===== config.mk =====
export PLATFORM = sky130hd
export DESIGN_NAME = fwsr_poll_ctrl
export DESIGN_NICKNAME = d
export VERILOG_FILES = /design/src/common/fwsr_pkg.sv /design/src/core/fwsr_bus_cycle.sv /design/src/core/fwsr_apb_regs.sv /design/src/core/fwsr_poll_ctrl.sv
export SDC_FILE = /design/constraint.sdc
export NUM_CORES = 1
export LEC_CHECK = 0
export BUFFER_PORTS_ARGS = -buffer_cell sky130_fd_sc_hd__buf_4
export CORE_ASPECT_RATIO = 0.5
export CORE_MARGIN = 3
export CORE_UTILIZATION = 47
export DETAILED_ROUTE_END_ITERATION = 6
export PLACE_DENSITY = 0.74
export SYNTH_ARGS = -nofsm -noshare
export SYNTH_HDL_FRONTEND = slang
export SYNTH_HIERARCHICAL = 1
export SYNTH_SLANG_ARGS = --single-unit

===== constraint.sdc =====
create_clock -name ref_clk -period 2.49 [get_ports ref_clk]
set_input_delay 0.249 -clock ref_clk [delete_from_list [all_inputs] [get_ports ref_clk]]
set_output_delay 0.249 -clock ref_clk [all_outputs]
set_load 0.005 [all_outputs]

===== src/common/fwsr_pkg.sv =====
package fwsr_pkg;

    // Register offsets of the controller's own APB register file.
    localparam logic [7:0] OFS_CTRL   = 8'h00;
    localparam logic [7:0] OFS_ADDR   = 8'h04;
    localparam logic [7:0] OFS_STATUS = 8'h08;
    localparam logic [7:0] OFS_LAST   = 8'h0C;
    localparam logic [7:0] OFS_POLLS  = 8'h10;

    // Control register field positions.
    localparam int CTRL_START = 0;
    localparam int CTRL_ABORT = 1;
    localparam int CTRL_WSEL  = 2;

    // Status register field positions.
    localparam int ST_BUSY    = 0;
    localparam int ST_DONE    = 1;
    localparam int ST_FAIL    = 2;
    localparam int ST_WINDOW  = 3;
    localparam int ST_SUSP    = 4;

    // Status bit positions inside the flash data byte.
    localparam int BIT_POLL   = 7;
    localparam int BIT_TOG_A  = 6;
    localparam int BIT_FAIL   = 5;
    localparam int BIT_WINDOW = 3;
    localparam int BIT_TOG_B  = 2;

    // Reset command byte written after a time-limit failure.
    localparam logic [7:0] CMD_RESET = 8'hF0;

    // Flash bus strobe timing in controller clocks.
    localparam int CLK_NS       = 10;
    localparam int STROBE_NS    = 90;
    localparam int STROBE_CYC   = (STROBE_NS + CLK_NS - 1) / CLK_NS;
    localparam int RECOVER_NS   = 20;
    localparam int RECOVER_CYC  = (RECOVER_NS + CLK_NS - 1) / CLK_NS;

    // Host-side spacing bound for extra sector erase commands.
    localparam int ERASE_GAP_US = 50;

    localparam logic [31:0] ZERO_WORD = 32'h0000_0000;

endpackage


===== src/core/fwsr_bus_cycle.sv =====
`timescale 1ns/1ps
// One asynchronous flash bus cycle: strobe low for a fixed time, then
// a recovery gap with all strobes high before the next cycle.
module fwsr_bus_cycle #(
    parameter int AW = 19
) (
    input  wire logic          ref_clk,
    input  wire logic          reset_n,
    input  wire logic          clk_en,
    input  wire logic          req,
    input  wire logic          wr,
    input  wire logic [AW-1:0] addr,
    input  wire logic [7:0]    wdata,
    input  wire logic [7:0]    fl_dq_in,
    output logic               busy,
    output logic               done,
    output logic [7:0]         rdata,
    output logic [AW-1:0]      fl_addr,
    output logic [7:0]         fl_dq_out,
    output logic               fl_dq_oe,
    output logic               fl_ce_n,
    output logic               fl_oe_n,
    output logic               fl_we_n
);
    localparam logic [7:0] STB = 8'(fwsr_pkg::STROBE_CYC);
    localparam logic [7:0] REC = 8'(fwsr_pkg::RECOVER_CYC);

    typedef enum logic [1:0] {BC_IDLE, BC_STROBE, BC_REC} fwsr_bc_type;
    fwsr_bc_type st_q;
    logic [7:0]  cnt_q;
    logic        wr_q;

    wire strobe_end = (st_q == BC_STROBE) && (cnt_q == 8'h01);
    wire rec_end    = (st_q == BC_REC) && (cnt_q == 8'h01);

    // Cycle sequencer; read data is captured just before strobe release.
    always_ff @(posedge ref_clk or negedge reset_n)
    begin
        if (!reset_n)
        begin
            st_q <= BC_IDLE; cnt_q <= 8'h00; wr_q <= 1'b0; busy <= 1'b0;
            done <= 1'b0; rdata <= 8'h00; fl_addr <= '0; fl_dq_out <= 8'h00;
            fl_dq_oe <= 1'b0; fl_ce_n <= 1'b1; fl_oe_n <= 1'b1;
            fl_we_n <= 1'b1;
        end
        else if (clk_en)
        begin
            done <= 1'b0;
            case (st_q)
                BC_IDLE:
                    if (req)
                    begin
                        st_q <= BC_STROBE; cnt_q <= STB; wr_q <= wr;
                        busy <= 1'b1; fl_addr <= addr; fl_dq_out <= wdata;
                        fl_dq_oe <= wr; fl_ce_n <= 1'b0;
                        fl_oe_n <= wr; fl_we_n <= !wr;
                    end
                BC_STROBE:
                    if (strobe_end)
                    begin
                        // Write data latches on the rising write strobe.
                        st_q <= BC_REC; cnt_q <= REC; fl_ce_n <= 1'b1;
                        fl_oe_n <= 1'b1; fl_we_n <= 1'b1;
                        if (!wr_q)
                            rdata <= fl_dq_in;
                    end
                    else
                        cnt_q <= cnt_q - 8'h01;
                BC_REC:
                    if (rec_end)
                    begin
                        st_q <= BC_IDLE; busy <= 1'b0; done <= 1'b1;
                        fl_dq_oe <= 1'b0;
                    end
                    else
                        cnt_q <= cnt_q - 8'h01;
                default: st_q <= BC_IDLE;
            endcase
        end
    end
endmodule


===== src/core/fwsr_apb_regs.sv =====
`timescale 1ns/1ps
// APB slave for the controller's own registers; answers with no wait.
module fwsr_apb_regs #(
    parameter int AW = 19
) (
    input  wire logic          ref_clk,
    input  wire logic          reset_n,
    input  wire logic          clk_en,
    input  wire logic          psel,
    input  wire logic          penable,
    input  wire logic          pwrite,
    input  wire logic [7:0]    paddr,
    input  wire logic [31:0]   pwdata,
    output logic [31:0]        prdata,
    output logic               pready,
    output logic               pslverr,
    input  wire logic [4:0]    status,
    input  wire logic [7:0]    last_byte,
    input  wire logic [15:0]   poll_count,
    output logic               start_pulse,
    output logic               abort_pulse,
    output logic               watch_b,
    output logic [AW-1:0]      target_addr
);
    wire acc = psel && !penable;
    // Writes land only at the edge that completes the access phase.
    wire wr  = psel && penable && pready && pwrite;
    wire hit_ctrl = (paddr == fwsr_pkg::OFS_CTRL);
    wire hit_addr = (paddr == fwsr_pkg::OFS_ADDR);
    wire hit_st   = (paddr == fwsr_pkg::OFS_STATUS);
    wire hit_last = (paddr == fwsr_pkg::OFS_LAST);
    wire hit_poll = (paddr == fwsr_pkg::OFS_POLLS);
    wire mapped   = hit_ctrl | hit_addr | hit_st | hit_last | hit_poll;
    wire [31:0] rd_mux =
        hit_ctrl ? {29'h0, watch_b, 2'b00} :
        hit_addr ? {{(32-AW){1'b0}}, target_addr} :
        hit_st   ? {27'h0, status} :
        hit_last ? {24'h0, last_byte} :
        hit_poll ? {16'h0, poll_count} : fwsr_pkg::ZERO_WORD;

    // Answer in the cycle after setup; unmapped offsets raise pslverr.
    always_ff @(posedge ref_clk or negedge reset_n)
    begin
        if (!reset_n)
        begin
            prdata <= 32'h0;
            pready <= 1'b0;
            pslverr <= 1'b0;
            start_pulse <= 1'b0;
            abort_pulse <= 1'b0;
            watch_b <= 1'b0;
            target_addr <= '0;
        end
        else if (clk_en)
        begin
            pready <= acc;
            pslverr <= acc && !mapped;
            prdata <= (acc && !pwrite) ? rd_mux : 32'h0;
            start_pulse <= wr && hit_ctrl && pwdata[fwsr_pkg::CTRL_START];
            abort_pulse <= wr && hit_ctrl && pwdata[fwsr_pkg::CTRL_ABORT];
            if (wr && hit_ctrl)
                watch_b <= pwdata[fwsr_pkg::CTRL_WSEL];
            if (wr && hit_addr)
                target_addr <= pwdata[AW-1:0];
        end
    end
endmodule


===== src/core/fwsr_poll_ctrl.sv =====
`timescale 1ns/1ps
// Contract
// - Host reads status at program address or erasing sector address.
// - Host reads status twice, compares toggle bit; unchanged means done.
// - Still toggling: test bit 5, then recheck toggle for pass or fail.
// - Resumed polling restarts from the first double read; code re-enters PC_READ2 for one new read instead.
// - After a bit 5 failure host writes the reset command.
// - Host may skip bit 3 only with commands under 50 us apart.
// - Host checks bit 3 before and after each extra erase command.
//
// Toggle-bit polling engine. Software names the poll address (the program
// address or an address in an erasing sector) and starts; the engine
// runs the double-read algorithm, recovers with the reset command on a
// time-limit failure and reports the outcome through APB registers.
module fwsr_poll_ctrl #(
    parameter int AW = 19
) (
    input  wire logic          ref_clk,
    input  wire logic          reset_n,
    input  wire logic          clk_en,
    input  wire logic          psel,
    input  wire logic          penable,
    input  wire logic          pwrite,
    input  wire logic [7:0]    paddr,
    input  wire logic [31:0]   pwdata,
    output logic [31:0]        prdata,
    output logic               pready,
    output logic               pslverr,
    output logic [AW-1:0]      fl_addr,
    input  wire logic [7:0]    fl_dq_in,
    output logic [7:0]         fl_dq_out,
    output logic               fl_dq_oe,
    output logic               fl_ce_n,
    output logic               fl_oe_n,
    output logic               fl_we_n
);
    typedef enum logic [2:0]
    {
        PC_IDLE, PC_READ1, PC_READ2, PC_RECHECK, PC_RESET
    } fwsr_pc_type;

    fwsr_pc_type st_q;
    fwsr_pc_type st_d;
    logic [7:0]  prev_q;
    logic [7:0]  last_q;
    logic [15:0] polls_q;
    logic        done_q;
    logic        fail_q;
    logic        window_q;
    logic        susp_q;
    logic        issued_q;

    logic          start_pulse;
    logic          abort_pulse;
    logic          watch_b;
    logic [AW-1:0] target_addr;
    logic          cyc_busy;
    logic          cyc_done;
    logic [7:0]    cyc_rdata;

    wire [4:0] status = {susp_q, window_q, fail_q, done_q,
                         (st_q != PC_IDLE)};

    fwsr_apb_regs #(.AW(AW)) u_regs (
        .ref_clk     (ref_clk),
        .reset_n     (reset_n),
        .clk_en      (clk_en),
        .psel        (psel),
        .penable     (penable),
        .pwrite      (pwrite),
        .paddr       (paddr),
        .pwdata      (pwdata),
        .prdata      (prdata),
        .pready      (pready),
        .pslverr     (pslverr),
        .status      (status),
        .last_byte   (last_q),
        .poll_count  (polls_q),
        .start_pulse (start_pulse),
        .abort_pulse (abort_pulse),
        .watch_b     (watch_b),
        .target_addr (target_addr)
    );

    // Only read cycles are issued while polling, so the device's command
    // state is never disturbed except by the deliberate reset write.
    wire issue_rd  = (st_q == PC_READ1) || (st_q == PC_READ2) ||
                     (st_q == PC_RECHECK);
    wire issue_wr  = (st_q == PC_RESET);
    wire cyc_req   = (issue_rd || issue_wr) && !issued_q && !cyc_busy;

    fwsr_bus_cycle #(.AW(AW)) u_cycle (
        .ref_clk   (ref_clk),
        .reset_n   (reset_n),
        .clk_en    (clk_en),
        .req       (cyc_req),
        .wr        (issue_wr),
        .addr      (target_addr),
        .wdata     (fwsr_pkg::CMD_RESET),
        .fl_dq_in  (fl_dq_in),
        .busy      (cyc_busy),
        .done      (cyc_done),
        .rdata     (cyc_rdata),
        .fl_addr   (fl_addr),
        .fl_dq_out (fl_dq_out),
        .fl_dq_oe  (fl_dq_oe),
        .fl_ce_n   (fl_ce_n),
        .fl_oe_n   (fl_oe_n),
        .fl_we_n   (fl_we_n)
    );

    // Toggle comparison on the chosen toggle bit between two reads.
    wire tog_a   = cyc_rdata[fwsr_pkg::BIT_TOG_A] ^
                   prev_q[fwsr_pkg::BIT_TOG_A];
    wire tog_b   = cyc_rdata[fwsr_pkg::BIT_TOG_B] ^
                   prev_q[fwsr_pkg::BIT_TOG_B];
    wire toggled = watch_b ? tog_b : tog_a;
    wire fail_hi = cyc_rdata[fwsr_pkg::BIT_FAIL];
    // Bit 6 still while bit 2 toggles marks a suspended erase sector.
    wire suspended = !tog_a && tog_b;

    // Next-state decode of the polling algorithm.
    always_comb
    begin
        st_d = st_q;
        case (st_q)
            PC_IDLE:
                if (start_pulse)
                    st_d = PC_READ1;
            PC_READ1:
                if (cyc_done)
                    st_d = PC_READ2;
            PC_READ2:
                if (cyc_done)
                begin
                    if (!toggled)
                        st_d = PC_IDLE;
                    else if (fail_hi)
                        st_d = PC_RECHECK;
                    else
                        st_d = PC_READ2;
                end
            PC_RECHECK:
                if (cyc_done)
                    st_d = toggled ? PC_RESET : PC_IDLE;
            PC_RESET:
                if (cyc_done)
                    st_d = PC_IDLE;
            default: st_d = PC_IDLE;
        endcase
        // Abort drops the sequence only while no bus cycle is busy; a later start begins afresh.
        if (abort_pulse && !cyc_busy)
            st_d = PC_IDLE;
    end

    // Sequencer state and captured bytes.
    always_ff @(posedge ref_clk or negedge reset_n)
    begin
        if (!reset_n)
        begin
            st_q <= PC_IDLE;
            issued_q <= 1'b0;
            prev_q <= 8'h00;
            last_q <= 8'h00;
            polls_q <= 16'h0000;
        end
        else if (clk_en)
        begin
            st_q <= st_d;
            if (cyc_req)
                issued_q <= 1'b1;
            else if (cyc_done)
                issued_q <= 1'b0;
            if (start_pulse && st_q == PC_IDLE)
                polls_q <= 16'h0000;
            if (cyc_done && issue_rd)
            begin
                prev_q <= cyc_rdata;
                last_q <= cyc_rdata;
                polls_q <= polls_q + 16'h0001;
            end
        end
    end

    // Outcome flags: done, failure, erase window and suspension seen.
    always_ff @(posedge ref_clk or negedge reset_n)
    begin
        if (!reset_n)
        begin
            done_q <= 1'b0;
            fail_q <= 1'b0;
            window_q <= 1'b0;
            susp_q <= 1'b0;
        end
        else if (clk_en)
        begin
            if (start_pulse && st_q == PC_IDLE)
            begin
                done_q <= 1'b0;
                fail_q <= 1'b0;
                susp_q <= 1'b0;
            end
            else if (cyc_done && st_q == PC_READ2)
            begin
                done_q <= !toggled;
                window_q <= cyc_rdata[fwsr_pkg::BIT_WINDOW];
                susp_q <= suspended;
            end
            else if (cyc_done && st_q == PC_RECHECK)
            begin
                done_q <= 1'b1;
                fail_q <= toggled;
                // Bit 5 reads 0 while suspended, so a recheck never ends
                // in a suspension; any earlier mark is a hand-over artefact.
                susp_q <= 1'b0;
            end
        end
    end
endmodule


Word level (Yosys, flattened, before mapping). Index checks and enable logic that the tools add are counted.

Word-level logic and storage cells: 166. Register bits: 133. Bits in latches: 0. Bits of input ports: 54. RAM bits: 0. Memories kept: 0. Bits in read-only memories: 0. Output and inout port bits: 65.

Order comparisons: 0. Muxes and demuxes: 51. Shifts and indexed selects: 0. Equality and inequality tests: 21. Reduce and logical (&&, ||, !) cells: 57. $add $sub $neg: 2. Multiply operators: 0. Bitwise gates (word level): 8. Div/mod/pow operators: 0.

Operators with widths (number): two-way mux 32 bit (5); two-way mux 16 bit (3); two-way mux 8 bit (3); case mux 8 bit (3 select lines) (1); two-way mux 1 bit (21); two-way mux 3 bit (7); logical AND 1 bit (20); AND reduction 4 bit (5); adder 16 x 1 -> 16 bit (second input constant) (1); == test 8 x 4 -> 1 bit (second input constant) (2); case mux 3 bit (5 select lines) (1); inequality test 3 x 1 -> 1 bit (second input constant) (4); AND reduction 2 bit (6); case mux 1 bit (2 select lines) (5); nonzero test 2 bit (5); AND reduction 3 bit (3); nonzero test 3 bit (3); == test 8 x 1 -> 1 bit (second input constant) (1); == test 8 x 3 -> 1 bit (second input constant) (1); == test 8 x 5 -> 1 bit (second input constant) (1); zero test 1 bit (8); zero test 8 bit (1); two-way mux 2 bit (4); subtractor 8 x 1 -> 8 bit (second input constant) (1); other kinds (16) (27).

Depth between registers and ports, before layout.
Depth after elaboration: 8. Depth in mapped cells: 9. Gate-level depth less buffers: 7.

Hierarchy. The synthesis kept the hierarchy.

Modules (own cells, without submodules): fwsr_bus_cycle (instances 1, seq. area each 1305.0 µm², cells an instance 242, area each 2371.0 µm²); fwsr_apb_regs (instances 1, seq. area each 1076.0 µm², cells an instance 174, area each 2093.3 µm²); fwsr_poll_ctrl (instances 1, seq. area each 800.8 µm², cells an instance 181, area each 1680.4 µm²).

Least setup slack after synthesis. Ideal clock, no wire load.

Path type: register -> register. Start point: register st_q[0] (netlist name). End point: register u_cycle.cnt_q[0]. Period minus slack after synthesis: 2189 ps. Library setup time: 125 ps. Slack: 301 ps. Data required time: 2365 ps. Arrival time: 2064 ps. Buffers on the path: 2. Cell stages (with the launch flop): 10. Cells stage by stage: dfrtp_1 buf_2 or3_1 nand2_1 nor3_1 nand2b_1 and2_1 clkbuf_1 o21ai_0 mux2_2.

RTL lines: to (signal assigned) (RTL line fwsr_bus_cycle.sv:68) `cnt_q <= cnt_q - 8'h01;`; to (signal assigned) (RTL line fwsr_bus_cycle.sv:76) `cnt_q <= cnt_q - 8'h01;`; to (decl) (RTL line fwsr_bus_cycle.sv:30) `logic [7:0] cnt_q;`.

==> results.md <==
- Status: completed
- Final Instance Count excl. Fillers: approximately 880
- Period Utilization, post-route: between 80% and 90%
- Gpl congestion: between 0.9 and 1
- Leakage: 3.834 nW
- Pwr/cell area: between 800 and 900 nW/um^2
- CTS tree: built
- Sequential share of power: a little under two fifths
- Unrepaired setup endpoints after global routing: false
- Critical Path RT: between 2 and 3 ns
- Residual DRC: 0
- Syn Std Cell Area: slightly above 6000 sq um
- Fraction of layout cells with a size suffix above 1: between 20% and 30%
- Number of diodes: 0
- H-tree Lvls: 4
- Worst reg-to-reg setup slack: between 0.3 and 0.4 ns
- Async SR Flop Fraction: 100.0%
- Mapped Avg Cell Area: 10.29 sq um
- Core Area: 12300 sq um
- Maximum fanout along the worst path: 10
- Post-Syn Instances: 597
- Max VDD drop: 0.0004326 V
- FP Rows: 28
- First-pass GRT wire length: 24530 um
- Area fraction of the dominant cell type after synthesis: 50.50%
- Post-DP HPWL: 10200 um
- Clock slew at reported path FFs: approximately 0.06 ns
- Most used DFF post-synth: dfrtp_1
- ANT nets after route: 0
- Routed vias: between 4000 and 5000
- Chip width: roughly 170 um
- Setup TNS: 0 ns
- Final setup skew: 0.007866 ns
- Final non-filler cell area: between 7000 and 8000 sq um
- Die Y-Extent: roughly 87 um
- Final setup vio count: 0
- WL per Instance: 16.62 um
- Clk buf depth: 2
- Slew @ Worst Pin: between 0.8 and 0.9 ns
- Hold Violations, Final: 0
- Post-synth top area cell: dfrtp_1
- Synth warn: 6
- WS Path Type: flip-flop to flip-flop
- PortBufs: a little over 90
- Top cells by area, synth: dfrtp_1 50%, nand2_1 8.2%, mux2_2 3.3%, mux2_1 2.7%, buf_4 1.7%
- Combinational power share: between 10% and 20%
- DP Area: between 6000 and 7000 sq um
- Switching power: around 1.8 mW
- Post_cts resized: 0
- Commonest non-fill, non-tap cell in the layout: nand2_1
- Clk sink count: approximately 130
- Most frequent cells in the layout: 135 x nand2_1, 124 x dfrtp_1, 103 x buf_4, 21 x nor2_1, 21 x conb_1
- Worst hold path class: input port to flip-flop
- Clock Latency Late Sink: 0.41 ns
- Clock share of power: roughly 43%
- Post-synthesis sequential area ratio: between 50% and 60%
- Slew Limit Headroom: between 40% and 50%
- Iter 0 DRT Violations: between 300 and 400
- Full die area: about 15000 sq um
- Dpl cells: 845
- Setup bufs post-CTS: 0
- Initial antenna violation count: 0
- CP endpoint kind: flip-flop
- Hold_buf cts: 1
- Number of global-route vias before repair: ~4800
- Final wirelength: 14580 um
- Sw Ratio: 28.24%
- DR pass1 iterations: 5
- Pin count of the biggest net entering global routing: 47
- Nets: about 760
- WP data arrival: about 2.5 ns
- Max-cap violations: 0
- Max Slew Vio Count: 0
- I/O Pins: 119
- Post-synth EDFFs: 0
- GRT Total Usage: between 20% and 30%
- Total CTS buffers: 17
- Area Growth Syn to Fin: 24.13%
- CTS Root Cell: clkbuf_16
- GRT overflow: 0
- Minimum clock period: roughly 2.2 ns
- DR vias/cell: between 5 and 6
- FF+latch count, synth: 127
- Startpoint type of the worst setup path: flip-flop
- Synth unique cells: 69
- Internal cell power: 4.480 mW
- Initial Util: between 40% and 50%
- Pwr Total: around 6.2 mW
- FMAX: 459.5 MHz
==> layout make-up <==
cell class / instances / area (sq um)
clock buffer: 19 / 452.9
clock inverter: 12 / 185.2
inverter: 15 / 56.30
sequential: 127 / 3182
timing repair buffer: 106 / 823.3
tap: 165 / 206.4
fill: 972 / 4669
multi-input combinational: 433 / 2721
==> path summary, 6_finish.rpt <==
path / startpoint / end / cells after the start
setup / recovery: st_q[2]$_DFFE_PN0P_ / u_cycle/cnt_q[0]$_DFFE_PN0P_ / 7
hold / removal: pwdata[10] / u_regs/target_addr[10]$_DFFE_PN0P_ / 2
setup reg to reg: st_q[2]$_DFFE_PN0P_ / u_cycle/cnt_q[0]$_DFFE_PN0P_ / 7
hold reg to reg: u_cycle/rdata[0]$_DFFE_PN0P_ / last_q[0]$_DFFE_PN0P_ / 2
max in group asynchronous: reset_n / u_cycle/fl_ce_n$_DFFE_PN1P_ / 3
min in group asynchronous: reset_n / u_cycle/rdata[3]$_DFFE_PN0P_ / 2
==> per-layer routing <==
metal / track usage (%) / routed length, um
met5: 0 / 0
met2: 32.80 / 6719
met1: 30.10 / 6894
met3: 3.808 / 690
met4: 7.944 / 275
==> stage by stage <==
| step | hold WS (ns) | util, % | worst slack [ns] |
|---|---|---|---|
| floorplan | -0.04659 | - | 0.3013 |
| global placement | 0.2803 | 56.76 | 0.3845 |
| detailed placement | 0.2898 | 56.76 | 0.3782 |
| CTS | 0.04140 | 62.03 | 0.3788 |
| global route | 0.04522 | 62.03 | 0.1292 |
| finish | 0.05488 | 62.03 | 0.3138 |
==> sequential cells by signal, summed over array words and instances, names as in the netlist, 2 cells and up <==
name and count:
u_cycle/rdata 8, polls_q 16, u_cycle/st_q 2, u_regs/target_addr 19, st_q 3, last_q 8, u_cycle/cnt_q 8, u_regs/prdata 19
u_cycle/fl_dq_out 8, u_cycle/fl_addr 19
==> critical path, stage by stage (launching register included) <==
cell and delay (ns):
dfrtp_1 0.50, or3_1 0.22, nand2_1 0.08, nor3_1 0.33, nand2b_1 0.22, and2_1 0.16
o21ai_0 0.21, mux2_2 0.34
==> synthesized netlist by cell type, types with 6 or more instances <==
cell / number
nand2b_1: 6
ha_1: 7
mux2_1: 15
a31oi_1: 10
a221o_1: 9
o21ai_0: 20
nor2b_1: 6
inv_1: 15
a22o_1: 8
mux2i_1: 7
buf_4: 14
buf_6: 6
a21oi_1: 14
dfrtp_1: 124
nand2_1: 135
and3_1: 7
and2_1: 10
nor2_1: 21
o2bb2ai_1: 9
clkbuf_1: 15
mux2_2: 18
nand3_1: 11
a22oi_1: 7
nor3_1: 7
==> power groups by stage <==
| stage | logic [mW] | clock network (mW) | registers [mW] |
|---|---|---|---|
| 6_report | 1.19 | 2.66 | 2.40 |
| 3_5_place_dp | 1.17 | 0 | 2.43 |
| 3_3_place_gp | 1.14 | 0 | 2.42 |
| 2_1_floorplan | 0.885 | 0 | 2.38 |
| 5_1_grt | 1.34 | 2.81 | 2.43 |
| 4_1_cts | 1.18 | 2.70 | 2.40 |
==> kinds of logic (layout without fill, tap and decap cells) <==
| family | count (synthesis) | in the layout | share of synthesized area [%] |
|---|---|---|---|
| AND/OR/NAND/NOR | 245 | 245 | 20.22 |
| other | 3 | 21 | 0.1832 |
| XOR/XNOR | 4 | 4 | 0.5703 |
| adder cells (fa/ha/maj) | 7 | 7 | 1.425 |
| flip-flops | 127 | 127 | 51.78 |
| buffers and inverters | 55 | 152 | 5.029 |
| multiplexers | 40 | 40 | 7.188 |
| AO/OA/AOI/OAI | 116 | 116 | 13.60 |
Power figures use the tool's default switching activity.
